`src/panel_menu_defines.vh`:
```
// Constants shared by the front-panel menu controller and its debouncer.
`ifndef PANEL_MENU_DEFINES_VH
`define PANEL_MENU_DEFINES_VH

`define CLK_PERIOD_NS      8
`define DEBOUNCE_TIME_US   10
`define DEBOUNCE_CYCLES    ((`DEBOUNCE_TIME_US * 1000) / `CLK_PERIOD_NS)
`define DEBOUNCE_W         11
`define REPEAT_DELAY_MS    400
`define REPEAT_DELAY_CYC   ((`REPEAT_DELAY_MS * 1000000) / `CLK_PERIOD_NS)
`define REPEAT_RATE_MS     80
`define REPEAT_RATE_CYC    ((`REPEAT_RATE_MS * 1000000) / `CLK_PERIOD_NS)
`define REPEAT_W           26

`define SW_COUNT           7
`define SW_SET             0
`define SW_DOWN            1
`define SW_UP              2
`define SW_RUN             3
`define SW_CLKREF          4
`define SW_POSREF          5
`define SW_FRAME           6

`define ST_TIMECODE        2'h0
`define ST_NAME            2'h1
`define ST_VALUE           2'h2

`define PARAM_W            5
`define PARAM_COUNT        5'h11
`define PARAM_GENERATOR    5'h00
`define PARAM_LTC_LEVEL    5'h01

`define VALUE_W            8
`define LEVEL_MIN          8'hE8
`define LEVEL_MAX          8'h09
`define LEVEL_STEP         8'h03
`define LEVEL_RESET        8'hFA
`define VALUE_MAX_DEFAULT  8'h0F

`define FIELD_HOURS        2'h0
`define FIELD_FRAMES       2'h3

`endif

```
`src/front_panel_menu_fsm.v`:
```
// Front-panel menu controller: lockout, display states, scrolling, edits.
// How it works
// - Lockout is on after reset.
// - Locked panel ignores switches, lamp lit.
// - Clock, position, frame held together unlock.
// - Set on time code shows names.
// - Set on name shows its value.
// - Set on value stores, returns to time code.
// - Up/down step through parameter names.
// - Up/down step through permitted values.
// - Held up/down auto-repeats the step.
// - Up plus down cycles time-code fields.
// - Run/stop on time code toggles generator in preset mode.
// - Run/stop on time code clears counter outside preset mode.
// - Run/stop elsewhere cancels without storing.
// - Name state reopens last used parameter.
// - Output level steps by three decibels.
// - Host-only functions absent from menu.
`default_nettype none
`include "panel_menu_defines.vh"
module front_panel_menu_fsm #(
    parameter integer DEBOUNCE_CYC = `DEBOUNCE_CYCLES,
    parameter integer REPEAT_DELAY = `REPEAT_DELAY_CYC,
    parameter integer REPEAT_RATE  = `REPEAT_RATE_CYC
) (
    input  wire                  i_clock,
    input  wire                  i_rst_n,
    input  wire                  i_sw_set,
    input  wire                  i_sw_down,
    input  wire                  i_sw_up,
    input  wire                  i_sw_run,
    input  wire                  i_sw_clock_ref,
    input  wire                  i_sw_pos_ref,
    input  wire                  i_sw_frame_rate,
    input  wire                  i_host_lockout_set,
    input  wire                  i_host_lockout_clear,
    input  wire                  i_generator_preset_mode,
    input  wire [`VALUE_W-1:0]   i_param_value,
    output reg  [1:0]            o_display_state,
    output reg  [`PARAM_W-1:0]   o_param_select,
    output reg  [`VALUE_W-1:0]   o_edit_value,
    output reg  [1:0]            o_edit_field,
    output reg                   o_value_store,
    output reg                   o_generator_run,
    output reg                   o_counter_reset,
    output reg                   o_remote_only_lamp,
    output reg                   o_clock_ref_step,
    output reg                   o_pos_ref_step,
    output reg                   o_frame_rate_step
);

wire [`SW_COUNT-1:0] raw_sw;
wire [`SW_COUNT-1:0] level_sw;
reg  [`SW_COUNT-1:0] last_q;
wire [`SW_COUNT-1:0] press;

assign raw_sw = {i_sw_frame_rate, i_sw_pos_ref, i_sw_clock_ref,
                 i_sw_run, i_sw_up, i_sw_down, i_sw_set};

genvar g;
generate
    for (g = 0; g < `SW_COUNT; g = g + 1) begin : gen_sw
        switch_conditioner #(
            .COUNT (DEBOUNCE_CYC)
        ) u_cond (
            .i_clock (i_clock),
            .i_rst_n (i_rst_n),
            .i_raw   (raw_sw[g]),
            .o_level (level_sw[g])
        );
    end
endgenerate

// Edges are tracked while locked as well, so a switch still held when the
// lock drops does not fire an event.
// one pulse per press.
assign press = level_sw & ~last_q;

wire up_held;
wire down_held;
wire both_held;
wire unlock_combo;
assign up_held      = level_sw[`SW_UP];
assign down_held    = level_sw[`SW_DOWN];
assign both_held    = up_held & down_held;
assign unlock_combo = level_sw[`SW_CLKREF] & level_sw[`SW_POSREF]
                      & level_sw[`SW_FRAME];

reg                  lock_q;
reg                  combo_seen_q;
reg [`REPEAT_W-1:0]  rpt_cnt_q;
reg                  rpt_fast_q;
reg                  both_q;
wire                 rpt_tick;
wire                 step_up;
wire                 step_down;
wire                 both_press;

assign rpt_tick = (up_held ^ down_held) &&
                  (rpt_fast_q ? rpt_cnt_q == REPEAT_RATE[`REPEAT_W-1:0]
                              : rpt_cnt_q == REPEAT_DELAY[`REPEAT_W-1:0]);

// A chord is both switches down; it suppresses single steps so that a
// slightly staggered release does not also move the value.
assign both_press = both_held & ~both_q;
assign step_up    = up_held & ~down_held & (press[`SW_UP] | rpt_tick);
assign step_down  = down_held & ~up_held & (press[`SW_DOWN] | rpt_tick);

always @(posedge i_clock or negedge i_rst_n) begin
    if (!i_rst_n) begin
        rpt_cnt_q  <= {`REPEAT_W{1'b0}};
        rpt_fast_q <= 1'b0;
    end else if (!(up_held ^ down_held)) begin
        rpt_cnt_q  <= {`REPEAT_W{1'b0}};
        rpt_fast_q <= 1'b0;
    end else if (rpt_tick) begin
        rpt_cnt_q  <= {`REPEAT_W{1'b0}};
        rpt_fast_q <= 1'b1;
    end else begin
        rpt_cnt_q <= rpt_cnt_q + 1'b1;
    end
end

reg [1:0]           state_q;
reg [1:0]           state_d;
reg [`PARAM_W-1:0]  sel_q;
reg [`PARAM_W-1:0]  sel_d;
reg [`VALUE_W-1:0]  val_q;
reg [`VALUE_W-1:0]  val_d;
reg [1:0]           field_q;
reg [1:0]           field_d;
reg                 gen_q;
reg                 gen_d;
reg                 store_d;
reg                 clr_d;
wire                active;

assign active = ~lock_q;

function [`VALUE_W-1:0] val_max;
    input [`PARAM_W-1:0] p;
    begin
        val_max = (p == `PARAM_LTC_LEVEL) ? `LEVEL_MAX : `VALUE_MAX_DEFAULT;
    end
endfunction

function [`VALUE_W-1:0] val_min;
    input [`PARAM_W-1:0] p;
    begin
        val_min = (p == `PARAM_LTC_LEVEL) ? `LEVEL_MIN : 8'h00;
    end
endfunction

function [`VALUE_W-1:0] val_stp;
    input [`PARAM_W-1:0] p;
    begin
        // level moves three dB a step.
        val_stp = (p == `PARAM_LTC_LEVEL) ? `LEVEL_STEP : 8'h01;
    end
endfunction

wire [`PARAM_W-1:0] sel_last;
wire [`PARAM_W-1:0] sel_next_up;
wire [`PARAM_W-1:0] sel_next_dn;
wire [`VALUE_W-1:0] range_hi;
wire [`VALUE_W-1:0] range_lo;
wire [`VALUE_W-1:0] range_step;
wire                val_can_inc;
wire                val_can_dec;
wire [`VALUE_W-1:0] val_inc;
wire [`VALUE_W-1:0] val_dec;
wire [1:0]          field_next;

// The name list wraps at both ends, so the index never leaves the list.
assign sel_last    = `PARAM_COUNT - 5'h01;
assign sel_next_up = (sel_q == sel_last) ? `PARAM_GENERATOR
                                         : sel_q + 5'h01;
assign sel_next_dn = (sel_q == `PARAM_GENERATOR) ? sel_last
                                                 : sel_q - 5'h01;

// Values compare as signed so the negative level range keeps its order;
// a value loaded off the step grid stops short of a limit, never past it.
assign range_hi    = val_max(sel_q);
assign range_lo    = val_min(sel_q);
assign range_step  = val_stp(sel_q);
assign val_can_inc = $signed(val_q) <= $signed(range_hi - range_step);
assign val_can_dec = $signed(val_q) >= $signed(range_lo + range_step);
assign val_inc     = val_q + range_step;
assign val_dec     = val_q - range_step;
assign field_next  = (field_q == `FIELD_FRAMES) ? `FIELD_HOURS
                                                : field_q + 2'h1;

always @* begin
    state_d = state_q;
    sel_d   = sel_q;
    val_d   = val_q;
    field_d = field_q;
    gen_d   = gen_q;
    store_d = 1'b0;
    clr_d   = 1'b0;
    if (active) begin
        case (state_q)
            `ST_TIMECODE: begin
                if (press[`SW_SET]) begin
                    // selection is kept from last use.
                    state_d = `ST_NAME;
                end else if (press[`SW_RUN]) begin
                    if (i_generator_preset_mode) begin
                        gen_d = ~gen_q;
                    end else begin
                        clr_d = 1'b1;
                    end
                end
            end
            `ST_NAME: begin
                if (press[`SW_SET]) begin
                    state_d = `ST_VALUE;
                    val_d   = i_param_value;
                    field_d = `FIELD_HOURS;
                end else if (press[`SW_RUN]) begin
                    state_d = `ST_TIMECODE;
                end else if (step_up) begin
                    sel_d = sel_next_up;
                end else if (step_down) begin
                    sel_d = sel_next_dn;
                end
            end
            `ST_VALUE: begin
                if (press[`SW_SET]) begin
                    store_d = 1'b1;
                    state_d = `ST_TIMECODE;
                end else if (press[`SW_RUN]) begin
                    state_d = `ST_TIMECODE;
                end else if (both_press && sel_q == `PARAM_GENERATOR) begin
                    field_d = field_next;
                end else if (step_up) begin
                    if (val_can_inc) begin
                        val_d = val_inc;
                    end
                end else if (step_down) begin
                    if (val_can_dec) begin
                        val_d = val_dec;
                    end
                end
            end
            default: begin
                state_d = `ST_TIMECODE;
            end
        endcase
    end
end

// Host set beats host clear, which beats the chord; the chord acts on its
// first cycle only, so holding it through a host set does not reopen.
reg lock_d;
always @* begin
    lock_d = lock_q;
    if (i_host_lockout_set) begin
        lock_d = 1'b1;
    end else if (i_host_lockout_clear) begin
        lock_d = 1'b0;
    end else if (lock_q && unlock_combo && !combo_seen_q) begin
        lock_d = 1'b0;
    end
end

always @(posedge i_clock or negedge i_rst_n) begin
    if (!i_rst_n) begin
        lock_q       <= 1'b1;
        combo_seen_q <= 1'b0;
        last_q       <= {`SW_COUNT{1'b0}};
        both_q       <= 1'b0;
        state_q      <= `ST_TIMECODE;
        sel_q        <= `PARAM_GENERATOR;
        val_q        <= {`VALUE_W{1'b0}};
        field_q      <= `FIELD_HOURS;
        gen_q        <= 1'b0;
    end else begin
        last_q  <= level_sw;
        both_q  <= both_held;
        state_q <= state_d;
        sel_q   <= sel_d;
        val_q   <= val_d;
        field_q <= field_d;
        gen_q   <= gen_d;
        combo_seen_q <= unlock_combo;
        lock_q       <= lock_d;
    end
end

wire [2:0] ref_step_d;

// Reference switches step their settings only when the panel is live and
// not forming the unlock chord, so releasing the chord changes nothing.
// one step per reference press.
genvar r;
generate
    for (r = 0; r < 3; r = r + 1) begin : gen_ref
        assign ref_step_d[r] = active & press[`SW_CLKREF + r]
                               & ~unlock_combo;
    end
endgenerate

always @(posedge i_clock or negedge i_rst_n) begin
    if (!i_rst_n) begin
        o_display_state    <= `ST_TIMECODE;
        o_param_select     <= `PARAM_GENERATOR;
        o_edit_value       <= {`VALUE_W{1'b0}};
        o_edit_field       <= `FIELD_HOURS;
        o_value_store      <= 1'b0;
        o_generator_run    <= 1'b0;
        o_counter_reset    <= 1'b0;
        o_remote_only_lamp <= 1'b1;
        o_clock_ref_step   <= 1'b0;
        o_pos_ref_step     <= 1'b0;
        o_frame_rate_step  <= 1'b0;
    end else begin
        o_display_state    <= state_d;
        o_param_select     <= sel_d;
        o_edit_value       <= val_d;
        o_edit_field       <= field_d;
        o_value_store      <= store_d;
        o_generator_run    <= gen_d;
        o_counter_reset    <= clr_d;
        o_remote_only_lamp <= lock_q;
        o_clock_ref_step   <= ref_step_d[0];
        o_pos_ref_step     <= ref_step_d[1];
        o_frame_rate_step  <= ref_step_d[2];
    end
end

endmodule
`default_nettype wire

```
`src/switch_conditioner.v`:
```
// Two-stage synchroniser and stability-count debouncer for one switch.
`default_nettype none
module switch_conditioner #(
    parameter integer COUNT = 1250
) (
    input  wire i_clock,
    input  wire i_rst_n,
    input  wire i_raw,
    output reg  o_level
);
`include "panel_menu_defines.vh"

reg                   sync1_q;
reg                   sync2_q;
reg [`DEBOUNCE_W-1:0] cnt_q;

// The first stage feeds only the second, so no logic sees a metastable bit.
always @(posedge i_clock or negedge i_rst_n) begin
    if (!i_rst_n) begin
        sync1_q <= 1'b0;
        sync2_q <= 1'b0;
        cnt_q   <= {`DEBOUNCE_W{1'b0}};
        o_level <= 1'b0;
    end else begin
        sync1_q <= i_raw;
        sync2_q <= sync1_q;
        if (sync2_q == o_level) begin
            cnt_q <= {`DEBOUNCE_W{1'b0}};
        end else if (cnt_q == COUNT[`DEBOUNCE_W-1:0] - 1'b1) begin
            cnt_q   <= {`DEBOUNCE_W{1'b0}};
            o_level <= sync2_q;
        end else begin
            cnt_q <= cnt_q + 1'b1;
        end
    end
end

endmodule
`default_nettype wire

```
`config.mk`:
```
export PLATFORM = sky130hd
export DESIGN_NAME = front_panel_menu_fsm
export DESIGN_NICKNAME = d
export VERILOG_FILES = /design/src/front_panel_menu_fsm.v /design/src/switch_conditioner.v
export VERILOG_INCLUDE_DIRS = /design/src
export SDC_FILE = /design/constraint.sdc
export NUM_CORES = 1
export LEC_CHECK = 0
export BUFFER_PORTS_ARGS = -buffer_cell sky130_fd_sc_hd__clkbuf_2
export CAP_MARGIN = 0
export CORE_AREA = 3 3 232 120
export DETAILED_ROUTE_END_ITERATION = 10
export DIE_AREA = 0 0 235 123
export GPL_ROUTABILITY_DRIVEN = 0
export GPL_TIMING_DRIVEN = 0
export PLACE_DENSITY = 0.45
export SYNTH_ARGS = -nofsm -noshare
export SYNTH_HDL_FRONTEND = slang
export SYNTH_SLANG_ARGS = --single-unit
```
`constraint.sdc`:
```
create_clock -name i_clock -period 4.55 [get_ports i_clock]
set_input_delay 0.455 -clock i_clock [delete_from_list [all_inputs] [get_ports i_clock]]
set_output_delay 0.455 -clock i_clock [all_outputs]
set_load 0.01 [all_outputs]
```
==> impl_metrics.csv, run 1 <==
group,metric,value,unit
finish,share_of_final_layout_standard_cells_stronger_than_drive_strength_1,12.1,%
detailed_routing,route.detailed.wl_per_inst,12.6,um
sta,slew-limit-headroom,44.4,%
yosys,syn_area,7750,um2
worst_setup_path,path_max_fanout,11,
placement,place_hpwl,10.3,mm
yosys,synth.top_cells.by_area,"dfrtp_1, xor2_1, nor2_1, ha_1, xnor2_1",
yosys,synth_edf_count,0,
yosys,net_count_after_synthesis,822,
global_route,grt_total_usage,11.0,%
global_route,global_route_wire_length_before_repair,25.8,mm
yosys,ys_ff_latch,159,
floorplan,chipWidth,235,um
sta,clock-skew-final,7.62,ps
sta,final.period_utilization,89.5,%
worst_setup_path,cp_data_arrival_time,4380,ps
finish,post-route-cell-area,9020,um2
detailed_routing,vias_post_dr,5280,
global_route,grt_pass1_vias,5164,
global_route,groute.layer.met2.usage,17.3,%
status,run_status,"finished clean",
detailed_routing,detail_route.wirelength,15.0,mm
worst_setup_path,cp-end-kind,"register",
yosys,syn_inst,764,
sta,timing_hold_violations_final,0,
global_route,use_met1,14.8,%
worst_setup_path,required,4850,ps
yosys,synth_sequential_area_ratio,51.3,%
cts,cts_max_path_buffers,2,
cts,cts.reportedPaths.clkPinSlew,60,ps
placement,portBuffers,43,
global_route,antenna_found_initial,0,
detailed_routing,drc,0,
sta,fin_tns_setup,0,ps
detailed_routing,drt_pass1_iterations,4,
floorplan,fp.dieArea,28900,um2
worst_setup_path,worst_r2r_path_depth,13,
detailed_routing,drt-initial-drc-count,327,
floorplan,vert_die_dim,123,um
yosys,async_reset_ff_share,100,%
min_path,min-delay-path-class,"in2async",
sta,final_max_tran_viols,0,
yosys,synth_top_cell_by_area,"dfrtp_1",
power,max-vdd-ir-drop,0.000268,V
placement,detailed_place.area,8450,um2
cts,post_cts.repair.setup_buffers,0,
yosys,post-synth-top-area-fraction,50.7,%
finish,area_delta_synth_final,16.3,%
power,power.leakage,4.07,nW
yosys,syn_avg_cell_area,10.1,um2
detailed_routing,via_per_inst,4.43,
cts,cts-resized-gates,0,
finish,diode_count,0,
floorplan,start_util,29.7,%
power,power_per_cell_area,329,nW/um2
finish,final_nets,885,
cts,clk_root_buffer_cell,"clkbuf_16",
finish,multi_input_comb_area,3620,um2
cts,cts-htree-levels,4,
yosys,synth_ff_type,"dfrtp_1",
run,cap_violations,0,
worst_setup_path,setup.worst_path.start_class,"register",
sta,rsz0062_at_grt,"false",
placement,preCtsSetupSlack,454,ps
floorplan,number_of_ports_placed_on_the_die_boundary,44,
cts,tritoncts,"yes",
yosys,synth.lib_cells_used.distinct,51,
global_route,globalRouteOverflowTotal,0,
yosys,ys.warnings.count,0,
sta,max_clock_freq,246,MHz
cts,cts.hold.buffers_added,0,
finish,fillers,2623,
floorplan,core_area,26100,um2
finish,final_util,34.5,%
cts,clkSinkCount,159,
detailed_routing,antenna_left,0,
global_route,grt_start_max_net_pins,82,
global_route,grt_most_used_layer,"met2",
floorplan,num_rows,42,
worst_setup_path,timing.setup.critical_path_class,"reg2reg",
global_route,globalRouteMet3Util,3.30,%
cts,cts_bufs_inserted,17,
sta,smallest_setup_slack_after_layout,477,ps
cts,insertion_delay_to_the_later_sink_of_the_worst_skew_pair,420,ps
finish,regArea,3980,um2
sta,timing_worst_slew_pin_value,832,ps
sta,timing.final.crit_period,4070,ps
sta,number_of_failing_setup_endpoints_in_the_final_timing_report,0,
worst max-delay path, cell delays in order, from the launching register on:
cell and delay [ps]:
dfrtp_1 420, inv_1 80, ha_1 140, nand4b_1 120, or4_4 580, o41ai_4 810
inv_2 280, ha_1 410, a21oi_1 240, o21ai_0 150, a21oi_1 200, xor2_1 160
o21ai_0 90, mux2_2 280
layout by cell type, fill, tap and decap left out, types with 3 or more instances in the layout:
master | synthesis | final
nor2_1 | 145 | 145
clkbuf_2 | 0 | 42
o41ai_1 | 3 | 3
nand2b_1 | 10 | 10
ha_1 | 37 | 37
or3_1 | 3 | 3
xor2_1 | 63 | 63
nand3b_1 | 4 | 4
mux2i_1 | 3 | 3
and2_1 | 6 | 6
o21ai_0 | 17 | 17
o31ai_1 | 4 | 4
mux2_2 | 14 | 14
nand4_1 | 18 | 18
inv_1 | 25 | 25
nand3_1 | 42 | 42
nand2_1 | 62 | 62
or4_1 | 3 | 3
or2_2 | 3 | 3
clkbuf_16 | 0 | 17
nor3_1 | 22 | 22
and3_1 | 18 | 18
xnor2_1 | 40 | 40
dfrtp_1 | 157 | 157
nor3b_1 | 4 | 4
nor4_1 | 8 | 8
a21oi_1 | 8 | 8
clkbuf_1 | 14 | 17
clkinvlp_4 | 0 | 3
a31oi_1 | 3 | 3
cell families after synthesis:
family	count (synthesis)	share of synthesized area [%]
and+or+nand+nor	354	21.3
buffers and inverters	40	1.94
adders and majority gates	38	6.23
muxes	17	2.42
DFF	159	51.3
AOI/OAI and AO/OA	52	4.86
xor gates and xnor gates	104	11.9
per-stage QoR:
stage	cells	hold slack [ps]	power [mW]
final	1192	35.2	2.97
after global routing	1192	86.9	3.11
after CTS	1192	59.8	3.03
after detailed placement	1160	336	1.58
after global placement	1159	333	1.58
after floorplan	764	159	1.52
cell type report:
cell class / count / share of cell area (%)
multi-input combinational: 565 / 40.2
inverter: 26 / 1.08
buffer: 14 / 0.583
timing repair buffer: 44 / 2.79
clock inverter: 12 / 1.54
tap: 352 / 4.88
clock buffer: 20 / 4.84
sequential: 159 / 44.1
layer usage:
| layer | vias up | share of wire, % |
|---|---|---|
| met1 | 2524 | 51 |
| met3 | 4 | 2.1 |
| li1 | 2704 | - |
| met2 | 48 | 46 |
| met5 | - | 0 |
| met4 | 0 | 0.46 |
final timing paths:
kind / from / to / slack [ps]
max reg2reg: rpt_cnt_q[0] / o_edit_value[6] / 480
min: i_rst_n / o_param_select[0] / 40
min reg2reg: gen_sw[2].u_cond.sync1_q / gen_sw[2].u_cond.sync2_q / 350
max in group asynchronous: i_rst_n / o_remote_only_lamp / 3670
max: rpt_cnt_q[0] / o_edit_value[6] / 480
min in group i_clock: i_sw_clock_ref / gen_sw[4].u_cond.sync1_q / 130
synth_stat cells, drive strengths merged, types with 4 or more instances:
cell type / number
nor2: 146
clkbuf: 14
o31ai: 4
inv: 26
nor3: 22
xor2: 63
nor3b: 4
dfrtp: 157
and2: 6
nor4: 8
a21oi: 9
nand2b: 10
nand4: 18
nand2: 62
nand3b: 4
xnor2: 40
o41ai: 4
o21ai: 18
ha: 37
mux2: 14
and3: 18
or4: 4
nand3: 42
power by group:
group	leakage (nW)	switching (mW)	internal, mW
registers	2.16	0.0228	1.44
logic	1.64	0.0605	0.0312
clock network	0.273	0.599	0.815
sequential cells by signal (all words and copies together) (netlist names), 5 cells and up:
signal,count
gen_sw.u_cond.cnt_q,77
rpt_cnt_q,26
o_edit_value,8
gen_sw.u_cond.o_level,7
gen_sw.u_cond.sync1_q,7
gen_sw.u_cond.sync2_q,7
last_q,7
o_param_select,5
Note: power is estimated with default switching activity, not from simulation.
==> inputs of run 2 (changes only) <==
- PLACE_DENSITY: 0.45 -> 0.46
- clock period: 4.55 -> 3.35 ns (I/O delays scaled with it)
==> run 2 against run 1 <==
Against the previous run:
- core utilization rose by 0.85 points
- final area grew 2.5%
- setup slack lost 390 ps
- global-route usage grew 0.37 points
- sequential share of layout area down 1.0 points
- cell count is 1.7% higher
- sequential cell count unchanged
- clock power grew 24%
- first-iteration DRC count up 6.4%
- total power up 30%
- highest routed layer unchanged
- register-to-register slack got worse by 390 ps
- non-clock buffer count rose by 20
==> impl_metrics.csv, run 2 (synthesis gave the netlist of run 1 again) <==
group,metric,value,unit
status,run_status,"finished clean",
worst_setup_path,path_max_fanout,8,
sta,final_max_tran_viols,0,
sta,clock-skew-final,15.9,ps
detailed_routing,antenna_left,0,
cts,tritoncts,"yes",
sta,fin_tns_setup,0,ps
floorplan,start_util,29.7,%
power,netSwitchingFraction,23.2,%
floorplan,fp.dieArea,28900,um2
power,power.internal,2.97,mW
sta,rsz0062_at_grt,"true",
floorplan,number_of_ports_placed_on_the_die_boundary,44,
finish,layout_commonest_cell,"dfrtp_1",
min_path,min-delay-path-class,"in2reg",
placement,place_hpwl,10.7,mm
detailed_routing,via_per_inst,4.47,
worst_setup_path,required,3650,ps
power,power.leakage,4.16,nW
run,cap_violations,0,
floorplan,chipWidth,235,um
sta,timing_hold_violations_final,0,
finish,biggestRegsByFlops,"gen_sw.u_cond.cnt_q (77), rpt_cnt_q (26), o_edit_value (8)",
finish,largest_reg_flops,77,
global_route,globalRouteOverflowTotal,0,
floorplan,core_area,26100,um2
global_route,grt_total_usage,11.3,%
power,power_switching,0.896,mW
cts,clkSinkCount,159,
detailed_routing,drt-initial-drc-count,348,
sta,timing_worst_slew_pin_value,610,ps
cts,cts_bufs_inserted,17,
detailed_routing,drt_pass1_iterations,4,
global_route,antenna_found_initial,0,
global_route,grt_start_max_net_pins,105,
detailed_routing,route.detailed.wl_per_inst,12.8,um
worst_setup_path,cp-end-kind,"register",
sta,timing.final.crit_period,3270,ps
cts,clk_root_buffer_cell,"clkbuf_16",
placement,portBuffers,43,
finish,regMostFlops,"gen_sw.u_cond.cnt_q",
power,fin_total_pwr,3.86,mW
power,seq_power_share,51.3,%
finish,final_nets,905,
power,power_per_cell_area,418,nW/um2
detailed_routing,drc,0,
worst_setup_path,timing.setup.critical_path_class,"reg2reg",
sta,number_of_failing_setup_endpoints_in_the_final_timing_report,0,
detailed_routing,detail_route.wirelength,15.5,mm
worst_setup_path,cp_data_arrival_time,3570,ps
detailed_routing,vias_post_dr,5417,
cts,cts-htree-levels,4,
sta,final.period_utilization,97.5,%
power,clock_power_share,45.2,%
worst_setup_path,setup.worst_path.start_class,"register",
cts,cts_max_path_buffers,2,
power,max-vdd-ir-drop,0.000339,V
finish,final_cells,1212,
cts,cts.reportedPaths.clkPinSlew,60,ps
sta,slew-limit-headroom,58.9,%
placement,placed_cells_incl_taps,1160,
sta,max_clock_freq,306,MHz
finish,share_of_final_layout_standard_cells_stronger_than_drive_strength_1,15.0,%
finish,diode_count,0,
finish,mostFrequentLayoutCells,"dfrtp_1, nor2_1, xor2_1",
global_route,grt_pass1_vias,5311,
floorplan,vert_die_dim,123,um
cts,insertion_delay_to_the_later_sink_of_the_worst_skew_pair,430,ps
floorplan,num_rows,42,
power,power_frac_comb,3.5,%
global_route,global_route_wire_length_before_repair,26.6,mm
finish,area_delta_synth_final,19.2,%
-- run 2: metal layers --
metal | GRT usage (%) | wire (um) | vias to the layer above
li1 | - | - | 2742
met1 | 14.8 | 7790 | 2642
met5 | 0 | 0 | -
met2 | 18.4 | 7310 | 24
met4 | 3.55 | 146 | 0
met3 | 3.12 | 240 | 9
-- run 2: cell type report --
cell class                      instances  area (um2)
Buffer                                 14        52.6
Timing Repair Buffer                   64         423
Inverter                               26         105
Multi-Input combinational cell        565        3720
Sequential cell                       159        3980
Clock inverter                          9        65.1
Fill cell                            2596       16900
Tap cell                              352         440
Clock buffer                           23         458
-- run 2: critical path, cell delays in order (launching register included) --
cell and delay, ps:
dfrtp_1 370, inv_1 60, ha_2 160, nand4b_1 130, or4_4 480, buf_4 170
or4b_4 520, o21ai_4 210, a311oi_2 180, nor2_2 460, mux2_2 400
-- run 2: stage by stage --
| stage | utilization [%] | hold WS, ps | instance area, um2 | setup WS [ps] |
|---|---|---|---|---|
| 2_1_floorplan | - | 39.4 | 7790 | -6.71 |
| 3_3_place_gp | 32.3 | 337 | 8450 | -1050 |
| 3_5_place_dp | 32.5 | 336 | 8480 | -684 |
| 4_1_cts | 35.1 | 11.5 | 9160 | 1.35 |
| 5_1_grt | 35.4 | 12.5 | 9240 | -38.9 |
| 6_report | 35.4 | 43.5 | 9240 | 84.7 |
-- run 2: repair_timing --
action / CTS / global route
buffers inserted: 8 / 5
hold endpoints to repair: 61 / 0
pin swaps: 4 / 3
hold buffers: 7 / 0
resized for setup: 7 / 14
setup endpoints to repair: 7 / 7
cloned: 0 / 0
-- run 2: final timing paths --
| kind | slack [ps] | cells after the start | startpoint | end |
|---|---|---|---|---|
| max | 80 | 10 | rpt_cnt_q[0] | o_edit_value[6] |
| min | 40 | 1 | i_sw_down | gen_sw[1].u_cond.sync1_q |
| max reg2reg | 80 | 10 | rpt_cnt_q[0] | o_edit_value[6] |
| min reg2reg | 350 | 0 | gen_sw[1].u_cond.sync1_q | gen_sw[1].u_cond.sync2_q |
| max in group asynchronous | 2000 | 3 | i_rst_n | gen_sw[3].u_cond.cnt_q[8] |
| min in group asynchronous | 440 | 2 | i_rst_n | rpt_cnt_q[14] |
-- run 2: power by group through the flow --
stage | Combinational [mW] | Clock, mW | Sequential [mW]
6_report | 0.133 | 1.75 | 1.98
5_1_grt | 0.157 | 1.91 | 1.99
4_1_cts | 0.141 | 1.83 | 1.98
3_5_place_dp | 0.134 | 0 | 2.02
3_3_place_gp | 0.125 | 0 | 2.02
2_1_floorplan | 0.0585 | 0 | 2.01
==> inputs of run 3 (changes only) <==
- CELL_PAD_IN_SITES_DETAIL_PLACEMENT: not set -> 1
- CELL_PAD_IN_SITES_GLOBAL_PLACEMENT: not set -> 1
- PLACE_DENSITY: 0.46 -> 0.55
==> run 3 against run 2 <==
Against the previous run:
- the flow now finishes with violations (negative setup slack)
- final area increased by 1.6%
- core utilization increased by 0.57 points
- via count increased by 3.6%
- register-to-register slack got worse by 170 ps
- non-clock buffer count increased by 4
- first-iteration DRC count decreased by 35%
- total power increased by 6.9%
- largest cell class unchanged
- largest power group is now the clock network
- highest routed layer unchanged
==> impl_metrics.csv, run 3 (synthesis gave the netlist of run 1 again) <==
group,metric,value,unit
placement,place_hpwl,11.9,mm
sta,timing_hold_violations_final,0,
finish,biggestRegsByFlops,"gen_sw.u_cond.cnt_q (77), rpt_cnt_q (26), o_edit_value (8)",
detailed_routing,via_per_inst,4.61,
finish,final_nets,909,
detailed_routing,drt-initial-drc-count,226,
power,fin_total_pwr,4.13,mW
worst_setup_path,rrSetupSlack,-80,ps
floorplan,number_of_ports_placed_on_the_die_boundary,44,
min_path,min-delay-path-class,"in2reg",
floorplan,num_rows,42,
finish,fillers,2929,
sta,slew-limit-headroom,56.6,%
worst_setup_path,cp-end-kind,"register",
finish,final_util,36.0,%
status,violations,"negative setup slack",
sta,timing.final.crit_period,3430,ps
worst_setup_path,timing.critical_path.to,"o_edit_value[7]",
sta,timing_worst_slew_pin_value,651,ps
cts,insertion_delay_to_the_later_sink_of_the_worst_skew_pair,440,ps
sta,smallest_setup_slack_after_layout,-80.9,ps
finish,regMostFlops,"gen_sw.u_cond.cnt_q",
worst_setup_path,path_max_fanout,4,
sta,final_max_tran_viols,0,
cts,cts_bufs_inserted,17,
cts,cts_max_path_buffers,2,
sta,rsz0062_at_grt,"true",
worst_setup_path,timing.critical_path.max_delay_family,"compound AO/OA/AOI/OAI gates",
detailed_routing,antenna_left,0,
detailed_routing,detail_route.wirelength,17.5,mm
worst_setup_path,worst_r2r_path_depth,14,
worst_setup_path,cp.depth,14,
floorplan,core_area,26100,um2
power,power.leakage,4.22,nW
global_route,globalRouteOverflowTotal,0,
worst_setup_path,worstReg2RegStart,"rpt_cnt_q[0]",
cts,cts-htree-levels,4,
global_route,grt_total_usage,13.0,%
min_path,hold_path_startpoint,"i_generator_preset_mode",
floorplan,chipWidth,235,um
worst_setup_path,regToRegEndpoint,"o_edit_value[7]",
sta,clock-skew-final,8.89,ps
global_route,global_route_wire_length_before_repair,30.1,mm
power,max-vdd-ir-drop,0.000362,V
status,run_status,"finished, violations left",
floorplan,fp.dieArea,28900,um2
global_route,grt_pass1_vias,5944,
cts,cts.reportedPaths.clkPinSlew,70,ps
worst_setup_path,critical_path_buf_inv_count,2,
worst_setup_path,timing_startpoint_of_the_critical_path,"rpt_cnt_q[0]",
finish,multi_input_comb_area,3750,um2
detailed_routing,drt_pass1_iterations,4,
power,power_per_cell_area,440,nW/um2
sta,max_clock_freq,291,MHz
finish,layout_commonest_cell,"dfrtp_1",
floorplan,vert_die_dim,123,um
detailed_routing,drc,0,
sta,number_of_failing_setup_endpoints_in_the_final_timing_report,1,
worst_setup_path,cpMaxStageDelayCell,"or4_4",
global_route,antenna_found_initial,0,
worst_setup_path,setup.worst_path.start_class,"register",
run,cap_violations,0,
placement,portBuffers,43,
worst_setup_path,required,3730,ps
finish,diode_count,0,
finish,share_of_final_layout_standard_cells_stronger_than_drive_strength_1,15.7,%
finish,largest_reg_flops,77,
worst_setup_path,timing.setup.critical_path_class,"reg2reg",
floorplan,start_util,29.7,%
worst_setup_path,critical_path.max_stage_delay,590,ps
worst_setup_path,timing.critical_path.cells,"inv_1 -> ha_2 -> nand4b_1 -> or4_4 -> o41ai_4 -> buf_6 -> xnor2_4 -> ha_4 -> a21oi_4 -> o211ai_1 -> o41ai_2 -> xnor3_1 -> o21ai_2 -> a22o_1",
worst_setup_path,cp_data_arrival_time,3810,ps
detailed_routing,route.detailed.wl_per_inst,14.4,um
cts,clk_root_buffer_cell,"clkbuf_16",
finish,regArea,3980,um2
finish,mostFrequentLayoutCells,"dfrtp_1, nor2_1, xor2_1",
cts,clkSinkCount,159,
finish,area_delta_synth_final,21.1,%
global_route,grt_start_max_net_pins,102,
cts,tritoncts,"yes",
sta,final.period_utilization,102,%
detailed_routing,vias_post_dr,5611,
## run 3: cell types whose count changed in the layout (fill, tap and decap cells not counted), sizes merged
| cell | change |
|---|---|
| buf | +3 |
| clkbuf | -6 |
| clkinv | -1 |
| bufinv | +2 |
| dlygate4sd3 | +1 |
| inv | +5 |
## run 3: metal layers
metal	global-route usage [%]	wire length (um)	part of all wire (%)
met1	16.6	8450	48
met2	21.6	8470	48
met3	3.41	396	2.3
met4	4.47	213	1.2
met5	0	0	0
## run 3: how the worst min path moves through the flow
| stage | to | slack [ps] | cells past startpoint |
|---|---|---|---|
| 6_report | o_counter_reset | 80 | 2 |
| 5_1_grt | o_counter_reset | 60 | 2 |
| 4_1_cts | o_counter_reset | 50 | 2 |
| 3_5_place_dp | gen_sw[5].u_cond.sync2_q | 340 | 0 |
| 3_3_place_gp | gen_sw[3].u_cond.sync2_q | 330 | 0 |
| 2_1_floorplan | both_q | 40 | 0 |
## run 3: what timing repair did
action | 4_1_cts | 5_1_grt
hold buffers | 8 | 0
gates resized for setup | 9 | 15
setup endpoints to repair | 7 | 8
pin swaps | 9 | 12
hold endpoints to repair | 64 | 0
cloned | 0 | 0
setup buffers | 11 | 5
## run 3: where the power goes
part | internal, mW | switching, mW | leakage (nW)
Combinational | 0.0492 | 0.0870 | 1.77
Sequential | 1.95 | 0.0321 | 2.16
Clock | 1.12 | 0.889 | 0.291
Total | 3.12 | 1.01 | 4.22
## run 3: layout make-up
cell class / instances / area share [%]
clock buffer: 17 / 4.53
buffer: 14 / 0.559
tap: 352 / 4.69
inverter: 26 / 1.09
multi-input combinational: 565 / 40.0
sequential: 159 / 42.4
clock inverter: 15 / 1.88
timing repair buffer: 68 / 4.89
## run 3: per-stage QoR
step	instance area [um2]	TNS, ps	hold slack, ps	setup slack (ps)	std cells
finish	9390	-80.9	83.9	-80.9	1216
floorplan	7790	-9.27	39.4	-6.71	764
global route	9390	-665	62.9	-251	1216
CTS	9280	-36.1	52.5	-22.2	1211
detailed placement	8480	-3340	340	-731	1160
global placement	8450	-178200	334	-1140	1159
